<file path="src/pss_pkg.sv">
// shared constants and types for the power-save cycle sequencer
package pss_pkg;

  // ----------------------------------------------------------------
  // clock and timing figures
  // ----------------------------------------------------------------
  localparam int CLK_PERIOD_PS        = 8000;  // 125 MHz
  localparam int INPUT_CLK_PERIOD_PS  = 8000;  // one input clock per local edge
  // figures in input clock periods (tCK), float figure held in half periods
  localparam int IN_OFF_MIN_TCK       = 1;
  localparam int IN_OFF_MAX_TCK       = 4;
  localparam int IN_OFF_USE_TCK       = 2;     // chosen inside the 1..4 window
  localparam int OUT_FLOAT_HALF_TCK   = 3;     // 1.5 tCK
  localparam int CKE_BUF_HOLD_TCK     = 2;     // least hold after clock stop
  localparam int STATIC_EXIT_MIN_TCK  = 1;
  localparam int STATIC_EXIT_MAX_TCK  = 3;
  localparam int STATIC_EXIT_USE_TCK  = 2;     // chosen inside the 1..3 window
  localparam int PRE_RESET_HOLD_TCK   = 8;
  localparam int PROG_SPACING_TCK     = 8;

  // derived cycle counts; half-period figure rounds up to whole cycles
  localparam int IN_OFF_CYC      = IN_OFF_USE_TCK * INPUT_CLK_PERIOD_PS / CLK_PERIOD_PS;
  localparam int OUT_FLOAT_CYC   =
    (OUT_FLOAT_HALF_TCK * INPUT_CLK_PERIOD_PS + 2 * CLK_PERIOD_PS - 1) / (2 * CLK_PERIOD_PS);
  localparam int CKE_BUF_CYC     = CKE_BUF_HOLD_TCK * INPUT_CLK_PERIOD_PS / CLK_PERIOD_PS;
  localparam int STATIC_EXIT_CYC = STATIC_EXIT_USE_TCK * INPUT_CLK_PERIOD_PS / CLK_PERIOD_PS;

  localparam int CNT_W = 3;
  localparam logic [CNT_W-1:0] CNT_ZERO = 3'h0;
  localparam logic [CNT_W-1:0] CNT_ONE  = 3'h1;

  // ----------------------------------------------------------------
  // types
  // ----------------------------------------------------------------
  // power saving control word as delivered by a programming access
  typedef struct packed {
    logic enable;   // power_save_enable_bit
    logic option;   // power_save_option_bit, no effect on timing
  } pss_ps_word_t;

  localparam pss_ps_word_t PS_WORD_RESET = '{enable: 1'b0, option: 1'b0};

  // buffer enables driven toward the pad ring
  typedef struct packed {
    logic input_buf;    // command/address input receivers
    logic output_buf;   // output drivers, low means high impedance
    logic cke_buf;      // clock-enable input receivers
  } pss_buf_en_t;

  localparam pss_buf_en_t BUF_ALL_ON = '{input_buf: 1'b1, output_buf: 1'b1, cke_buf: 1'b1};

  typedef enum logic [2:0] {
    ST_RUN   = 3'h0,
    ST_ENTRY = 3'h1,
    ST_SAVE  = 3'h2,
    ST_STOP  = 3'h3,
    ST_DEEP  = 3'h4,
    ST_EXIT  = 3'h5
  } pss_state_t;

endpackage : pss_pkg

</file>
<file path="src/pss_sequencer.sv">
// power-save entry, clock-stop and exit sequencer for the registering driver
`timescale 1ns/1ps

// Operation
// - with power saving on, inputs disable 1 to 4 cycles after both cke low
// - outputs float 1.5 cycles after cke outputs go low (here rounded up to 2 cycles)
// - cke receivers stay on at least 2 cycles after clock stops
// - static outputs return 1 to 3 cycles after either cke seen high (ST_STOP and ST_DEEP ignore cke until the clock restarts)
module pss_sequencer
  import pss_pkg::*;
#(
  parameter int CS_W = 4
) (
  input  wire logic              clock_in,
  input  wire logic              rst_n_in,
  input  wire logic              cke_in_rank0,
  input  wire logic              cke_in_rank1,
  input  wire logic [CS_W-1:0]   chip_select_inputs,
  input  wire logic              clock_stopped_in,
  input  wire logic              prog_valid_in,
  input  wire pss_ps_word_t      power_saving_control_word,
  output logic [1:0]             cke_outputs,
  output pss_buf_en_t            buf_en_out,
  output logic                   static_out_valid_out,
  output logic                   power_save_out
);

  // ----------------------------------------------------------------
  // state
  // ----------------------------------------------------------------
  pss_state_t           state_ff,   nxt_state;
  logic [CNT_W-1:0]     cnt_ff,     nxt_cnt;
  pss_ps_word_t         cfg_ff,     nxt_cfg;
  pss_buf_en_t          buf_ff,     nxt_buf;
  logic [1:0]           cke_out_ff, nxt_cke_out;
  logic                 static_ff,  nxt_static;
  logic                 save_ff,    nxt_save;
  logic                 cke_low;
  logic                 cs_idle;

  // every decision below uses values taken at the rising edge
  assign cke_low = ~cke_in_rank0 & ~cke_in_rank1;
  // all selects high: no command is in flight, so programming is safe
  assign cs_idle = &chip_select_inputs;

  // ----------------------------------------------------------------
  // control word capture
  // ----------------------------------------------------------------
  // programming is only taken while running with no select asserted; the
  // controller is trusted to keep accesses spaced, so no spacing check here
  always_comb begin
    nxt_cfg = cfg_ff;
    if (prog_valid_in && (state_ff == ST_RUN) && cs_idle) begin
      nxt_cfg = power_saving_control_word;
    end
  end

  // ----------------------------------------------------------------
  // sequencer
  // ----------------------------------------------------------------
  // one shared counter: each state restarts it on entry
  always_comb begin
    nxt_state   = state_ff;
    nxt_cnt     = cnt_ff + CNT_ONE;
    nxt_buf     = buf_ff;
    nxt_cke_out = cke_out_ff;
    nxt_static  = static_ff;
    nxt_save    = save_ff;
    case (state_ff)
      ST_RUN: begin
        nxt_cnt     = CNT_ZERO;
        nxt_buf     = BUF_ALL_ON;
        nxt_static  = 1'b1;
        nxt_save    = 1'b0;
        nxt_cke_out = {cke_in_rank1, cke_in_rank0};
        if (cfg_ff.enable && cke_low) begin
          nxt_state = ST_ENTRY;
        end
      end
      ST_ENTRY: begin
        nxt_static = 1'b0;
        nxt_save   = 1'b1;
        if (!cke_low) begin
          // cke came back before the sequence finished: leave cleanly
          nxt_state = ST_EXIT;
          nxt_cnt   = CNT_ZERO;
        end else begin
          if (cnt_ff == CNT_W'(IN_OFF_CYC - 1)) begin
            nxt_buf.input_buf = 1'b0;
          end
          if (cnt_ff == CNT_W'(OUT_FLOAT_CYC - 1)) begin
            nxt_buf.output_buf = 1'b0;
          end
          if (cnt_ff >= CNT_W'((IN_OFF_CYC > OUT_FLOAT_CYC ? IN_OFF_CYC : OUT_FLOAT_CYC) - 1))
          begin
            nxt_state = ST_SAVE;
          end
        end
      end
      ST_SAVE: begin
        nxt_cnt = CNT_ZERO;
        if (!cke_low) begin
          nxt_state = ST_EXIT;
        end else if (clock_stopped_in) begin
          nxt_state = ST_STOP;
        end
      end
      ST_STOP: begin
        // receivers held on for the minimum after the clock goes low
        if (!clock_stopped_in) begin
          nxt_state = ST_SAVE;
        end else if (cnt_ff == CNT_W'(CKE_BUF_CYC - 1)) begin
          nxt_buf.cke_buf = 1'b0;
          nxt_state       = ST_DEEP;
        end
      end
      ST_DEEP: begin
        nxt_cnt = CNT_ZERO;
        // limitation: with cke receivers off only the clock restart can wake us
        if (!clock_stopped_in) begin
          nxt_buf.cke_buf = 1'b1;
          nxt_state       = ST_SAVE;
        end
      end
      ST_EXIT: begin
        nxt_buf.input_buf = 1'b1;
        if (cnt_ff == CNT_W'(STATIC_EXIT_CYC - 1)) begin
          nxt_buf     = BUF_ALL_ON;
          nxt_static  = 1'b1;
          nxt_save    = 1'b0;
          nxt_cke_out = {cke_in_rank1, cke_in_rank0};
          nxt_state   = ST_RUN;
        end
      end
      default: begin
        nxt_state = ST_RUN;
        nxt_cnt   = CNT_ZERO;
      end
    endcase
    // every state change restarts the shared counter
    if (nxt_state != state_ff) begin
      nxt_cnt = CNT_ZERO;
    end
    // cke outputs drop with the entry edge so the float delay counts from there
    if (nxt_state == ST_ENTRY) begin
      nxt_cke_out = 2'h0;
    end
  end

  // registers only; all selection is done in the processes above
  always_ff @(posedge clock_in or negedge rst_n_in) begin
    if (!rst_n_in) begin
      state_ff   <= ST_RUN;
      cnt_ff     <= CNT_ZERO;
      cfg_ff     <= PS_WORD_RESET;
      buf_ff     <= BUF_ALL_ON;
      cke_out_ff <= 2'h0;
      static_ff  <= 1'b0;
      save_ff    <= 1'b0;
    end else begin
      state_ff   <= nxt_state;
      cnt_ff     <= nxt_cnt;
      cfg_ff     <= nxt_cfg;
      buf_ff     <= nxt_buf;
      cke_out_ff <= nxt_cke_out;
      static_ff  <= nxt_static;
      save_ff    <= nxt_save;
    end
  end

  // ----------------------------------------------------------------
  // outputs
  // ----------------------------------------------------------------
  assign cke_outputs          = cke_out_ff;
  assign buf_en_out           = buf_ff;
  assign static_out_valid_out = static_ff;
  assign power_save_out       = save_ff;
endmodule : pss_sequencer

</file>
<file path="config.mk">
export PLATFORM = sky130hd
export DESIGN_NAME = pss_sequencer
export DESIGN_NICKNAME = d
export VERILOG_FILES = /design/src/pss_pkg.sv /design/src/pss_sequencer.sv
export SDC_FILE = /design/constraint.sdc
export NUM_CORES = 1
export LEC_CHECK = 0
export ABC_AREA = 1
export BUFFER_PORTS_ARGS = -buffer_cell sky130_fd_sc_hd__buf_4
export CELL_PAD_IN_SITES_DETAIL_PLACEMENT = 1
export CELL_PAD_IN_SITES_GLOBAL_PLACEMENT = 1
export CORE_MARGIN = 4
export CORE_UTILIZATION = 36
export CTS_BUF_LIST = sky130_fd_sc_hd__clkbuf_4 sky130_fd_sc_hd__clkbuf_8 sky130_fd_sc_hd__clkbuf_16
export DETAILED_ROUTE_END_ITERATION = 16
export GPL_TIMING_DRIVEN = 0
export PLACE_DENSITY_LB_ADDON = 0.3
export SYNTH_ARGS = -nofsm -noshare
export SYNTH_HDL_FRONTEND = slang
export SYNTH_SLANG_ARGS = --single-unit
</file>
<file path="constraint.sdc">
create_clock -name clock_in -period 1.7 [get_ports clock_in]
set_clock_uncertainty 0.05 [all_clocks]
set_input_delay 0.255 -clock clock_in [delete_from_list [all_inputs] [get_ports clock_in]]
set_output_delay 0.255 -clock clock_in [all_outputs]
set_load 0.05 [all_outputs]
</file>
# After elaboration in Yosys (flattened, before gate mapping)
# Cells that the tools add are included.
[totals] register_bits=14 out_inout_bits=7
[op_classes] add_sub_neg=1 n_lt_le_gt_ge=1 eq_ne=15 n_mux=26 n_bitwise=3 reduce_logical=14
[op_table] operator="$mux W3" n=11
[op_table] operator="$pmux W3 S6" n=1
[op_table] operator="$ne A2 B2 Y1 const B" n=6
[op_table] operator="$eq A3 B1 Y1 const B" n=3
[op_table] operator="$mux W2" n=4
[op_table] operator="$reduce_and A4 Y1" n=2
[op_table] operator="$eq A3 B2 Y1 const B" n=2
[op_table] operator="$eq A3 B3 Y1 const B" n=2
[op_table] operator="$pmux W1 S3" n=2
[op_table] operator="$pmux W2 S3" n=1
[op_table] operator="$pmux W3 S2" n=1
[op_table] operator="$reduce_bool A3 Y1" n=2
[op_table] operator="$reduce_and A5 Y1" n=1
[op_table] operator="$mux W1" n=4
[op_table] operator="$pmux W1 S4" n=1
[op_table] operator="$pmux W2 S2" n=1
[op_table] operator="$reduce_and A2 Y1" n=2
[op_table] operator="$reduce_bool A4 Y1" n=1
[op_table] operator="$add A3 B1 Y3 const B" n=1
[op_table] operator="$ge A3 B1 Y1 const B" n=1
[op_table] operator="$logic_and A1 B1 Y1" n=3
[op_table] operator="$logic_not A3 Y1" n=1
[op_table] operator="$ne A3 B3 Y1" n=1
[op_table] operator="$ne A3 B3 Y1 const B" n=1
[op_table] operator="4 further kinds" n=5

# Depth between registers and ports, before layout
# Gate-level depths: netlist (run 1).
[logic_depth] ltp_word=8 depth_mapped=12

# Worst setup path after synthesis (run 1)
# Ideal clock, no wire load.
[synth_timing] path_kind="register to register" start="register cnt_ff[1]" end="register cnt_ff[0]" setup_time_ns=0.072 arrival_time_ns=1.322 slack_ns=0.256 stages_incl_launch_ff=13 n_path_buf=0 synth_period_minus_slack_ns=1.444 path_cell_list="dfrtp_1 -> inv_1 -> ha_1 -> nand2_1 -> inv_1 -> nor2_1 -> nor2_2 -> nand3_2 -> nand2_1 -> inv_1 -> nor2_1 -> nand2_1 -> nor2_1"
[synth_via] elab_chain_cells=6 word_cells_on_any_way=10
[synth_lines] element="start: declaration" line_no="pss_sequencer.sv:32" source="logic [CNT_W-1:0] cnt_ff, nxt_cnt;"
[synth_lines] element="start signal: assignment" line_no="pss_sequencer.sv:162" source="cnt_ff <= nxt_cnt;"
[synth_lines] element="$ge A3 B1 Y1 / $eq A3 B1 Y1 (equally long branches)" line_no="pss_sequencer.sv:94, pss_sequencer.sv:112, pss_sequencer.sv:127"
[synth_lines] element="$mux W3, on equally long branches" line_no="pss_sequencer.sv:94, pss_sequencer.sv:112"
[synth_lines] element="$mux W3, on equally long branches" line_no="pss_sequencer.sv:83, pss_sequencer.sv:110"
[synth_lines] element="$pmux W3 S6 (*)" line_no="pss_sequencer.sv:69" source="case (state_ff)"
[synth_lines] element="net nxt_state[1]" line_no="pss_sequencer.sv:31" source="pss_state_t state_ff, nxt_state;"
[synth_lines] element="$ne A3 B3 Y1 (*)" line_no="pss_sequencer.sv:141" source="if (nxt_state != state_ff) begin"
[synth_lines] element="$mux W3 (*)" line_no="pss_sequencer.sv:141"
[synth_lines] element="net nxt_cnt[0]" line_no="pss_sequencer.sv:32"
# The timed path passes the listed nets; every way through them passes the cells marked *.
# A chain may end at the register's enable or synchronous reset.

# Worst setup path in the final report (run 1)
[layout_timing] start="register cnt_ff[1]" end="register cnt_ff[1]"
# The elaborated chain is that of the path after synthesis.

==> run summary, run 1 <==
Min Hold Slack: 197 ps
worst-path cell chain: inv_2 > ha_4 > nor2_2 > nand3_1 > nand2_2 > nand3_2 > nand2_1 > inv_1 > nor2_1 > nand2_1 > nor2_1
Setup-failing EPs final: 0
post-synthesis sequential area ratio: 42.9%
worst setup path start: cnt_ff[1]$_DFF_PN0_
crit path buf inv count: 2
TritonCTS buffer count: 3
largest net degree at the start of global routing: 15
fin cells: 170
total grt overflow: 0
Power, Total: 0.00200 W
Peak VDD IR: 1.04 mV
Port Buffer Count: 17
R2R Path End: cnt_ff[1]$_DFF_PN0_
clk sinks: 14
status: finished clean
CP arrival: 1830 ps
Slew @ Worst Pin: 296 ps
Starting Density: 37.6%
Hold Vio Cnt, Final: 0
Detail Route Antenna Nets: 0
Critical Path End: cnt_ff[1]$_DFF_PN0_
clock transition time at the flip-flop clock pins of the worst setup and hold paths: 80 ps
placed wire-length estimate: 1740 um
Die H: 55.9 um
Yosys reg bits: 14
Yosys top cell by area: dfrtp_1
reg2reg setup slack: 40 ps
worst-skew pair later-pin latency: 280 ps
TritonRoute pass-1 iters: 4
layout cells sized above 1: 41.5%
number of stages on the worst setup path: 11
CP endpoint kind: flop
global-route wire length before repair: 3850 um
Syn Nets: 126
Reg-to-Reg Start: cnt_ff[1]$_DFF_PN0_
Net count, final: 157
CP startpoint kind: flop
post-synth cell types: 20
most area-consuming cells after synthesis: dfrtp_1, nand2_1, dfstp_2, nor2_1, inv_1
Layout area overhead: 39.0%
syn avg cell area: 7.36 um2
Compound-Gate Fraction of Synth Area: 8.65%
H-tree depth: 1
DIE WIDTH: 55.9 um
Vias/cell: 5.07
crit path time final: 1660 ps
Crit Path Class: reg -> reg
Post-Synth Adder-Cell Area: 3.03%
Netlist Area Pre-Place: 825 um2
Max FO, Critical Path: 3
Reg2Reg Depth: 11
cell count after synthesis: 112
Placed Cells incl. Taps: 157
Max-slew headroom: 80.2%
DRC viols: 0
delay-heaviest family, CP: simple AND/OR/NAND/NOR gates
Synth Area in XOR/XNOR: 1.06%
DRT iter0 DRCs: 15
Slew Viols, Final: 0
antenna violations before repair: 0
clock tree buffer depth: 2
Core Rows: 17
mux cell area share after synthesis: 0%
P per Cell Area: 1740 nW/um2
clk root buf: clkbuf_4
fmax: 602 MHz
max_cap viols: 0
unrepaired setup endpoints after global routing: true
combinational family with the most area after synthesis: simple AND/OR/NAND/NOR gates
ANT cells: 0
static leakage: 0.595 nW
critical path's slowest cell: dfrtp_1
total global routing track utilization: 15.2%
vias in the first global route: 891
Final Cycle Share: 97.7%
simple-gate area share of the yosys netlist: 36.1%
wire per inst: 14.4 um
Synth Warn #: 0
worst min path class: in -> reg
final wirelength: 2450 um
Worst path max stage delay: 400 ps
core area: 2190 um2
die area: 3120 um2
IO Pins: 19
Worst Path Required: 1860 ps
post-synth top area share: 33.4%
Via Count: 862
setup TNS: 0 ps
routability congestion estimate: 0.845
CTS tree: built
## worst min path at each step
stage	from	end	slack, ps	depth (start not counted)
after detailed placement	rst_n_in	state_ff[2]$_DFF_PN0_	70	1
after floorplan	rst_n_in	cfg_ff[1]$_DFFE_PN0P_	-90	0
final	power_saving_control_word[1]	cfg_ff[1]$_DFFE_PN0P_	200	3
after global routing	cke_in_rank0	cke_outputs[0]$_DFFE_PN0P_	200	3
after global placement	rst_n_in	state_ff[2]$_DFF_PN0_	60	1
after CTS	power_saving_control_word[1]	cfg_ff[1]$_DFFE_PN0P_	190	3
## Yosys cell counts
cell	instances
a21oi_1	5
a22oi_1	2
dfrtp_1	11
dfstp_2	3
ha_1	2
inv_1	14
inv_2	4
nand2_1	24
nand2_2	1
nand3_1	6
nand3_2	3
nand3b_1	1
nand4_1	3
nor2_1	20
nor2_2	4
nor3_1	3
o2111ai_1	1
o21ai_0	3
o21bai_1	1
xnor2_1	1
## per-stage QoR
stage          worst slack, ps  area [um2]  utilization (%)
3_3_place_gp              38.5         987             45.1
4_1_cts                  -4.74        1040             47.5
2_1_floorplan              256         825                -
6_report                  39.4        1150             52.3
3_5_place_dp             -38.7         987             45.1
5_1_grt                   -110        1150             52.3
## routing by layer
metal | wire (um) | GRT usage [%] | vias up
li1 | - | - | 418
met1 | 1140 | 18.8 | 430
met2 | 1250 | 27.4 | 12
met3 | 43 | 1.62 | 2
met4 | 21 | 5.08 | 0
met5 | 0 | 0 | -
## cells by family after synthesis
group / after synthesis
DFF: 14
buffers and inverters: 18
AOI/OAI and AO/OA: 12
xor gates and xnor gates: 1
adders and majority gates: 2
and+or+nand+nor: 65
## repair_timing
action | in CTS | in global routing
endpoints found under the setup margin | 6 | 8
buffers inserted | 0 | 8
hold buffers | 1 | 0
pin swaps | 1 | 8
endpoints found under the hold margin | 14 | 0
resized for setup | 2 | 17
## registers in the layout (all words and copies together) (netlist names)
register / cells
buf_en_out: 3
cnt_ff: 3
state_ff: 3
cke_outputs: 2
cfg_ff: 1
power_save_out: 1
static_out_valid_out: 1
## layout make-up
| cell class | count | area (um2) |
|---|---|---|
| Clock buffer | 4 | 36.3 |
| Tap cell | 28 | 35.0 |
| Timing Repair Buffer | 26 | 198 |
| Inverter | 18 | 70.1 |
| Multi-Input combinational cell | 80 | 449 |
| Sequential cell | 14 | 358 |
| Fill cell | 284 | 1040 |
## worst min-delay path: cells and delay by family
family / cells / cell delay [ps]
and+or+nand+nor: 1 / 30
AOI/OAI and AO/OA: 1 / 120
buffers and inverters: 1 / 80
## cells in the final DEF (no fill, tap or decap)
| cell type | synthesis | routed |
|---|---|---|
| a21oi_1 | 5 | 4 |
| a21oi_2 | 0 | 1 |
| a22oi_1 | 2 | 2 |
| buf_4 | 0 | 25 |
| clkbuf_4 | 0 | 3 |
| clkbuf_8 | 0 | 1 |
| dfrtp_1 | 11 | 8 |
| dfrtp_2 | 0 | 3 |
| dfstp_2 | 3 | 3 |
| dlygate4sd3_1 | 0 | 1 |
| ha_1 | 2 | 1 |
| ha_4 | 0 | 1 |
| inv_1 | 14 | 11 |
| inv_2 | 4 | 6 |
| inv_4 | 0 | 1 |
| nand2_1 | 24 | 22 |
| nand2_2 | 1 | 2 |
| nand2_4 | 0 | 1 |
| nand3_1 | 6 | 6 |
| nand3_2 | 3 | 3 |
| nand3b_1 | 1 | 1 |
| nand4_1 | 3 | 3 |
| nor2_1 | 20 | 16 |
| nor2_2 | 4 | 7 |
| nor2_4 | 0 | 1 |
| nor3_1 | 3 | 2 |
| nor3_2 | 0 | 1 |
| o2111ai_1 | 1 | 1 |
| o21ai_0 | 3 | 3 |
| o21bai_1 | 1 | 1 |
| xnor2_1 | 1 | 1 |
## where the power goes
part	internal, W	switching (W)	total, W
clock network	0.000130	0.000108	0.000239
logic	0.000439	0.000779	0.00122
registers	0.000441	0.0000984	0.000540
total	0.00101	0.000986	0.00200
No activity file was read; power rests on OpenSTA's default activity.
==> run 2: changes to the inputs <==
- GPL_TIMING_DRIVEN: 0 -> default
==> run 2 against run 1 <==
  * Register-to-register slack improved by 40 ps
  * Final cell count up 1.8%
  * Worst setup slack better by 39 ps
  * Die area is the same
  * Core utilization up 2.5 points
  * Maximum frequency rose by 2.4%
  * Sequential share of layout area decreased by 1.4 points
  * Combinational power grew 11%
  * Routed wire length is 11% higher
  * Clock-buffer cell count unchanged
  * Power is 6.5% higher
  * Largest power group unchanged
==> run summary, run 2 (synthesis results as in run 1) <==
status: finished clean (unchanged)
Max-slew headroom: 83.7% (was 80.2%)
Core Rows: 17 (unchanged)
Vias/cell: 5.10 (was 5.07)
worst setup path start: state_ff[1]$_DFF_PN0_ (was cnt_ff[1]$_DFF_PN0_)
placed wire-length estimate: 1920 um (was 1740 um)
Max FO, Critical Path: 6 (was 3)
crit path time final: 1620 ps (was 1660 ps)
Register Area: 358 um2 (unchanged)
worst-skew pair later-pin latency: 280 ps (about the same)
global-route wire length before repair: 4280 um (was 3850 um)
met2 Use GR: 31.9% (was 27.4%)
max_cap viols: 0 (unchanged)
worst min path class: in -> reg (unchanged)
Slew Viols, Final: 0 (unchanged)
DRC viols: 0 (unchanged)
Multi-input gate area: 485 um2 (was 449 um2)
CP arrival: 1790 ps (was 1830 ps)
grt met1 use: 20.4% (was 18.8%)
most used routing layer: met2 (unchanged)
layout cells sized above 1: 43.4% (was 41.5%)
static leakage: 0.617 nW (was 0.595 nW)
H-tree depth: 1 (unchanged)
Port Buffer Count: 17 (unchanged)
commonest non-fill, non-tap cell in the layout: buf_4 (unchanged)
largest net degree at the start of global routing: 15 (unchanged)
final wirelength: 2720 um (was 2450 um)
vias in the first global route: 921 (was 891)
wire per inst: 15.7 um (was 14.4 um)
CP endpoint kind: flop (unchanged)
setup TNS: 0 ps (unchanged)
Setup-failing EPs final: 0 (unchanged)
combinational fraction of design power: 63.3% (was 61.0%)
total global routing track utilization: 17.2% (was 15.2%)
CP startpoint kind: flop (unchanged)
Worst path max stage delay: 500 ps (was 400 ps)
Hold Vio Cnt, Final: 0 (unchanged)
Layout area overhead: 45.7% (was 39.0%)
Reg-to-Reg Start: state_ff[1]$_DFF_PN0_ (was cnt_ff[1]$_DFF_PN0_)
ANT cells: 0 (unchanged)
Clk pwr share: 10.2% (was 12.0%)
fmax: 617 MHz (was 602 MHz)
setup slack at placement: -114 ps (was -38.7 ps)
fillers: 278 (was 284)
routability congestion estimate: 0.868 (was 0.845)
Die H: 55.9 um (unchanged)
Internal: 0.00104 W (was 0.00101 W)
CTS tree: built (unchanged)
routing usage on met3: 2.32% (was 1.62%)
leading cell types in the layout, fill and taps excluded: buf_4, nand2_1, nor2_1, inv_1, dfrtp_1 (unchanged)
P per Cell Area: 1770 nW/um2 (was 1740 nW/um2)
clk root buf: clkbuf_4 (unchanged)
most used cell, CP: nand2_1
Via Count: 883 (was 862)
clk sinks: 14 (unchanged)
worst-path cell chain: nor3_4 > buf_4 > nand2_1 > nand2_1 > nor2_2 > nand2_2 > nand2_1 > nand2_1 > nand2_2 > nor2_2 (was inv_2 > ha_4 > nor2_2 > nand3_1 > nand2_2 > nand3_2 > nand2_1 > inv_1 > nor2_1 > nand2_1 > nor2_1)
Worst Path Required: 1870 ps (was 1860 ps)
Net Sw Frac: 51.0% (was 49.4%)
IO Pins: 19 (unchanged)
critical path's slowest cell: dfrtp_2 (was dfrtp_1)
clock tree buffer depth: 2 (unchanged)
Crit Path Class: reg -> reg (unchanged)
HP Start: power_saving_control_word[1] (unchanged)
Psw: 0.00109 W (was 0.000986 W)
TritonCTS buffer count: 3 (unchanged)
Net count, final: 160 (was 157)
total grt overflow: 0 (unchanged)
Hold Crit Depth: 3 (unchanged)
Final Cycle Share: 95.4% (was 97.7%)
core area: 2190 um2 (unchanged)
DRT iter0 DRCs: 13 (was 15)
Starting Density: 37.6% (unchanged)
TritonRoute pass-1 iters: 4 (unchanged)
DIE WIDTH: 55.9 um (unchanged)
Slew @ Worst Pin: 243 ps (was 296 ps)
Reg2Reg Depth: 10 (was 11)
die area: 3120 um2 (unchanged)
antenna violations before repair: 0 (unchanged)
Detail Route Antenna Nets: 0 (unchanged)
sequential fraction of design power: 26.5% (was 27.0%)
final critical-path setup slack: 78.0 ps (was 39.4 ps)
Peak VDD IR: 1.06 mV (was 1.04 mV)
clock transition time at the flip-flop clock pins of the worst setup and hold paths: 80 ps (about the same)
run 2: what timing repair did:
item	4_1_cts	5_1_grt
resized for setup	5	20
pin swaps	1	5
setup endpoints to repair	5	7
setup buffers	1	5
hold buffers	1	0
hold endpoints to repair	14	0
run 2: metal layers:
layer	vias to the layer above	wire [um]
met5	-	0
met4	0	36
met3	7	96
met2	20	1460
met1	435	1130
li1	421	-
run 2: power by group through the flow:
stage          Clock [W]  Sequential, W  Combinational (W)
2_1_floorplan          0       0.000668           0.000579
3_3_place_gp           0       0.000515            0.00105
3_5_place_dp           0       0.000520            0.00110
4_1_cts         0.000219       0.000515            0.00114
5_1_grt         0.000232       0.000578            0.00148
6_report        0.000217       0.000563            0.00135
run 2: stage by stage:
stage               instance area, um2  instances  utilization, %  hold slack (ps)  total power, W
floorplan                          825        112               -            -90.6         0.00125
global placement                  1020        162            46.8             63.7         0.00156
detailed placement                1020        162            46.8             66.8         0.00162
CTS                               1090        168            50.0              188         0.00188
global route                      1200        173            54.8              229         0.00229
finish                            1200        173            54.8              175         0.00213
run 2: path summary, 6_finish.rpt:
path / to / slack (ps)
setup / recovery: cnt_ff[0]$_DFF_PN0_ / 80
hold / removal: cfg_ff[1]$_DFFE_PN0P_ / 170
setup reg to reg: cnt_ff[0]$_DFF_PN0_ / 80
hold reg to reg: buf_en_out[1]$_DFFE_PN1P_ / 450
max in group asynchronous: buf_en_out[2]$_DFFE_PN1P_ / 1060
min in group asynchronous: state_ff[2]$_DFF_PN0_ / 310
run 2: cell type report:
class,count,area share [%]
repair buffers,29,18.3
flip-flops and latches,14,29.8
clock buffers,4,2.50
well taps,28,2.92
multi-input cells,80,40.4
inverters,18,6.04
run 2: worst max-delay path: cells and delay by family, from the launching register on:
kind                   cells  cell delay (ps)
and+or+nand+nor            9              850
DFF                        1              500
buffers and inverters      1              150
==> run 3: changes to the inputs <==
- ABC_AREA: 1 -> default
- clock period: 1.7 -> 1.4 ns (I/O delays scaled with it)
==> run 3 against run 2 <==
  * The flow now finishes with violations (setup timing)
  * Sequential share of layout area down 4.7 points
  * Critical endpoint is now cnt_ff[1]$_DFF_PN0_
  * Power up 53%
  * Critical path depth down 5
  * Sequential power up 28%
  * Clock power up 26%
==> run summary, run 3 <==
status: finished with violations (was finished clean)
failing checks: setup timing
Peak VDD IR: 1.64 mV (was 1.06 mV)
Hold Crit Depth: 2 (was 3)
Starting Density: 38.9% (was 37.6%)
most common cell in the netlist: dfrtp_1 (was nand2_1)
CP endpoint kind: flop (unchanged)
critical path's slowest cell: dfrtp_1 (was dfrtp_2)
Yosys reg bits: 14 (unchanged)
H-tree depth: 1 (unchanged)
Internal: 0.00179 W (was 0.00104 W)
sequential fraction of design power: 22.1% (was 26.5%)
ANT cells: 0 (unchanged)
Crit Path Class: reg -> reg (unchanged)
Port Buffer Count: 17 (unchanged)
clk root buf: clkbuf_4 (unchanged)
P per Cell Area: 2290 nW/um2 (was 1770 nW/um2)
Layout area overhead: 61.0% (was 45.7%)
post-synth top area share: 31.1% (was 33.4%)
clock tree buffer depth: 2 (unchanged)
most area-consuming cells after synthesis: dfrtp_1, dfstp_2, a21oi_1, ha_1, inv_1 (was dfrtp_1, nand2_1, dfstp_2, nor2_1, inv_1)
Slew Viols, Final: 0 (unchanged)
wire per inst: 17.4 um (was 15.7 um)
CP startpoint kind: flop (unchanged)
Via Count: 884 (was 883)
total grt overflow: 0 (unchanged)
Psw: 0.00147 W (was 0.00109 W)
core area: 2280 um2 (was 2190 um2)
Post-synth top cells: dfrtp_1, a21oi_1, inv_1 (was nand2_1, nor2_1, inv_1)
Vias/cell: 5.42 (was 5.10)
Net count, final: 150 (was 160)
clock transition time at the flip-flop clock pins of the worst setup and hold paths: 100 ps (was 80 ps)
combinational fraction of design power: 69.5% (was 63.3%)
number of synthesized flops with an enable pin: 0 (unchanged)
Netlist Area Pre-Place: 885 um2 (was 825 um2)
Yosys top cell by area: dfrtp_1 (unchanged)
Detail Route Antenna Nets: 0 (unchanged)
total global routing track utilization: 17.5% (was 17.2%)
Post-synth top flop: dfrtp_1 (unchanged)
Worst path max stage delay: 430 ps (was 500 ps)
placed wire-length estimate: 2000 um (was 1920 um)
Placed Cells incl. Taps: 149 (was 162)
global-route wire length before repair: 4460 um (was 4280 um)
worst min path class: in -> reg (unchanged)
Clk pwr share: 8.4% (was 10.2%)
Synth Warn #: 0 (unchanged)
cell count after synthesis: 87 (was 112)
Final Cycle Share: 112% (was 95.4%)
crit path time final: 1560 ps (was 1620 ps)
unrepaired setup endpoints after global routing: true
commonest non-fill, non-tap cell in the layout: buf_4 (unchanged)
leading cell types in the layout, fill and taps excluded: buf_4, dfrtp_1, buf_6 (was buf_4, nand2_1, nor2_1, inv_1, dfrtp_1)
antenna violations before repair: 0 (unchanged)
post-synth cell types: 44 (was 20)
CTS tree: built (unchanged)
CP arrival: 1720 ps (was 1790 ps)
fmax: 640 MHz (was 617 MHz)
routability congestion estimate: 0.782 (was 0.868)
worst-skew pair later-pin latency: 290 ps (was 280 ps)
Max FO, Critical Path: 4 (was 6)
max_cap viols: 0 (unchanged)
static leakage: 0.650 nW (was 0.617 nW)
Post-synth ARST share: 100% (unchanged)
Max-slew headroom: 80.7% (was 83.7%)
DRT iter0 DRCs: 6 (was 13)
Die H: 57.6 um (was 55.9 um)
clk sinks: 14 (unchanged)
Syn Nets: 101 (was 126)
Core Rows: 17 (unchanged)
DRC viols: 0 (unchanged)
final critical-path setup slack: -163 ps (was 78.0 ps)
Worst Path Required: 1550 ps (was 1870 ps)
fin cells: 163 (was 173)
worst-path cell chain: ha_4 > and2b_2 > a211oi_4 > a32oi_2 > nor3_2 (was nor3_4 > buf_4 > nand2_1 > nand2_1 > nor2_2 > nand2_2 > nand2_1 > nand2_1 > nand2_2 > nor2_2)
post-synthesis sequential area ratio: 40.0% (was 42.9%)
Slew @ Worst Pin: 287 ps (was 243 ps)
TritonCTS buffer count: 3 (unchanged)
syn avg cell area: 10.2 um2 (was 7.36 um2)
layout cells sized above 1: 64.4% (was 43.4%)
TritonRoute pass-1 iters: 4 (unchanged)
die area: 3310 um2 (was 3120 um2)
Hold Vio Cnt, Final: 0 (unchanged)
Min Hold Slack: 98.1 ps (was 175 ps)
Net Sw Frac: 45.0% (was 51.0%)
vias in the first global route: 896 (was 921)
DIE WIDTH: 57.6 um (was 55.9 um)
largest net degree at the start of global routing: 15 (unchanged)
Reg2Reg Depth: 5 (was 10)
final wirelength: 2840 um (was 2720 um)
Setup-failing EPs final: 11 (was 0)
IO Pins: 19 (unchanged)
fillers: 256 (was 278)
[run 3: cell count changes in the layout (fill, tap and decap cells not counted), moves of 3 or more]
cell     previous run  this run
a21oi_2             2         5
nor2_1             15         4
o21ai_0             3         0
nor2_2              7         1
nand3_1             6         0
inv_1              13         5
nand2_1            21         2
nor3_2              0         3
buf_4              28        40
buf_6               0         7
[run 3: worst max-delay path: cells and delay by family, from the launching register on]
kind	cells	cell delay (ps)
AOI/OAI and AO/OA	2	400
and+or+nand+nor	2	410
DFF	1	430
adders and majority gates	1	200
[run 3: path summary, 6_finish.rpt]
kind                                                    end                    startpoint  slack (ps)
max                                     cnt_ff[1]$_DFF_PN0_           cnt_ff[0]$_DFF_PN0_        -160
min                                   cfg_ff[1]$_DFFE_PN0P_  power_saving_control_word[1]         100
max reg2reg                             cnt_ff[1]$_DFF_PN0_           cnt_ff[0]$_DFF_PN0_        -160
min reg2reg                       buf_en_out[2]$_DFFE_PN1P_     buf_en_out[2]$_DFFE_PN1P_         440
max in group asynchronous         buf_en_out[1]$_DFFE_PN1P_                      rst_n_in         780
min in group asynchronous  static_out_valid_out$_DFFE_PN0P_                      rst_n_in         270
[run 3: power groups by stage]
stage               clock network, W  logic (W)  registers, W
global placement                   0    0.00174      0.000716
global route                0.000310    0.00242      0.000739
floorplan                          0   0.000917      0.000936
detailed placement                 0    0.00180      0.000734
finish                      0.000274    0.00227      0.000720
CTS                         0.000281    0.00194      0.000725
[run 3: kinds of logic after synthesis]
family,count (synthesis),share of synthesized area [%]
AOI/OAI and AO/OA,28,23.9
and+or+nand+nor,28,22.3
DFF,14,40.0
buffers and inverters,11,6.36
muxes,3,3.54
adders and majority gates,2,2.83
xor gates and xnor gates,1,0.990
[run 3: through the flow]
stage / power [W] / util (%) / instance area (um2) / setup TNS [ps] / setup WS (ps)
floorplan: 0.00185 / - / 916 / -242 / -64.8
global placement: 0.00245 / 53.1 / 1210 / -770 / -131
global route: 0.00347 / 62.6 / 1420 / -2050 / -241
CTS: 0.00295 / 58.4 / 1330 / -1190 / -172
detailed placement: 0.00254 / 53.1 / 1210 / -1180 / -161
finish: 0.00326 / 62.6 / 1420 / -1130 / -163
[run 3: cell type report]
type,instances,area [um2],area share [%]
Inverter,7,28.8,2.02
Multi-Input combinational cell,62,584,41.0
Clock buffer,4,30.0,2.11
Sequential cell,14,357,25.0
Tap cell,28,35.0,2.46
Timing Repair Buffer,48,389,27.3
[run 3: repair_timing]
action	CTS	global route
hold buffers	1	0
resized for setup	11	17
setup buffers	6	4
hold endpoints to repair	14	0
setup endpoints to repair	13	14
pin swaps	9	6
cloned	0	0
[run 3: layer usage]
metal / GRT usage, % / share of wire [%] / routed length, um / vias to the layer above
met3: 4.75 / 4.2 / 119 / 2
met2: 32.7 / 53 / 1500 / 19
met1: 20.2 / 43 / 1210 / 445
met5: 0 / 0 / 0 / -
met4: 1.99 / 0.32 / 9 / 0
li1: - / - / - / 418
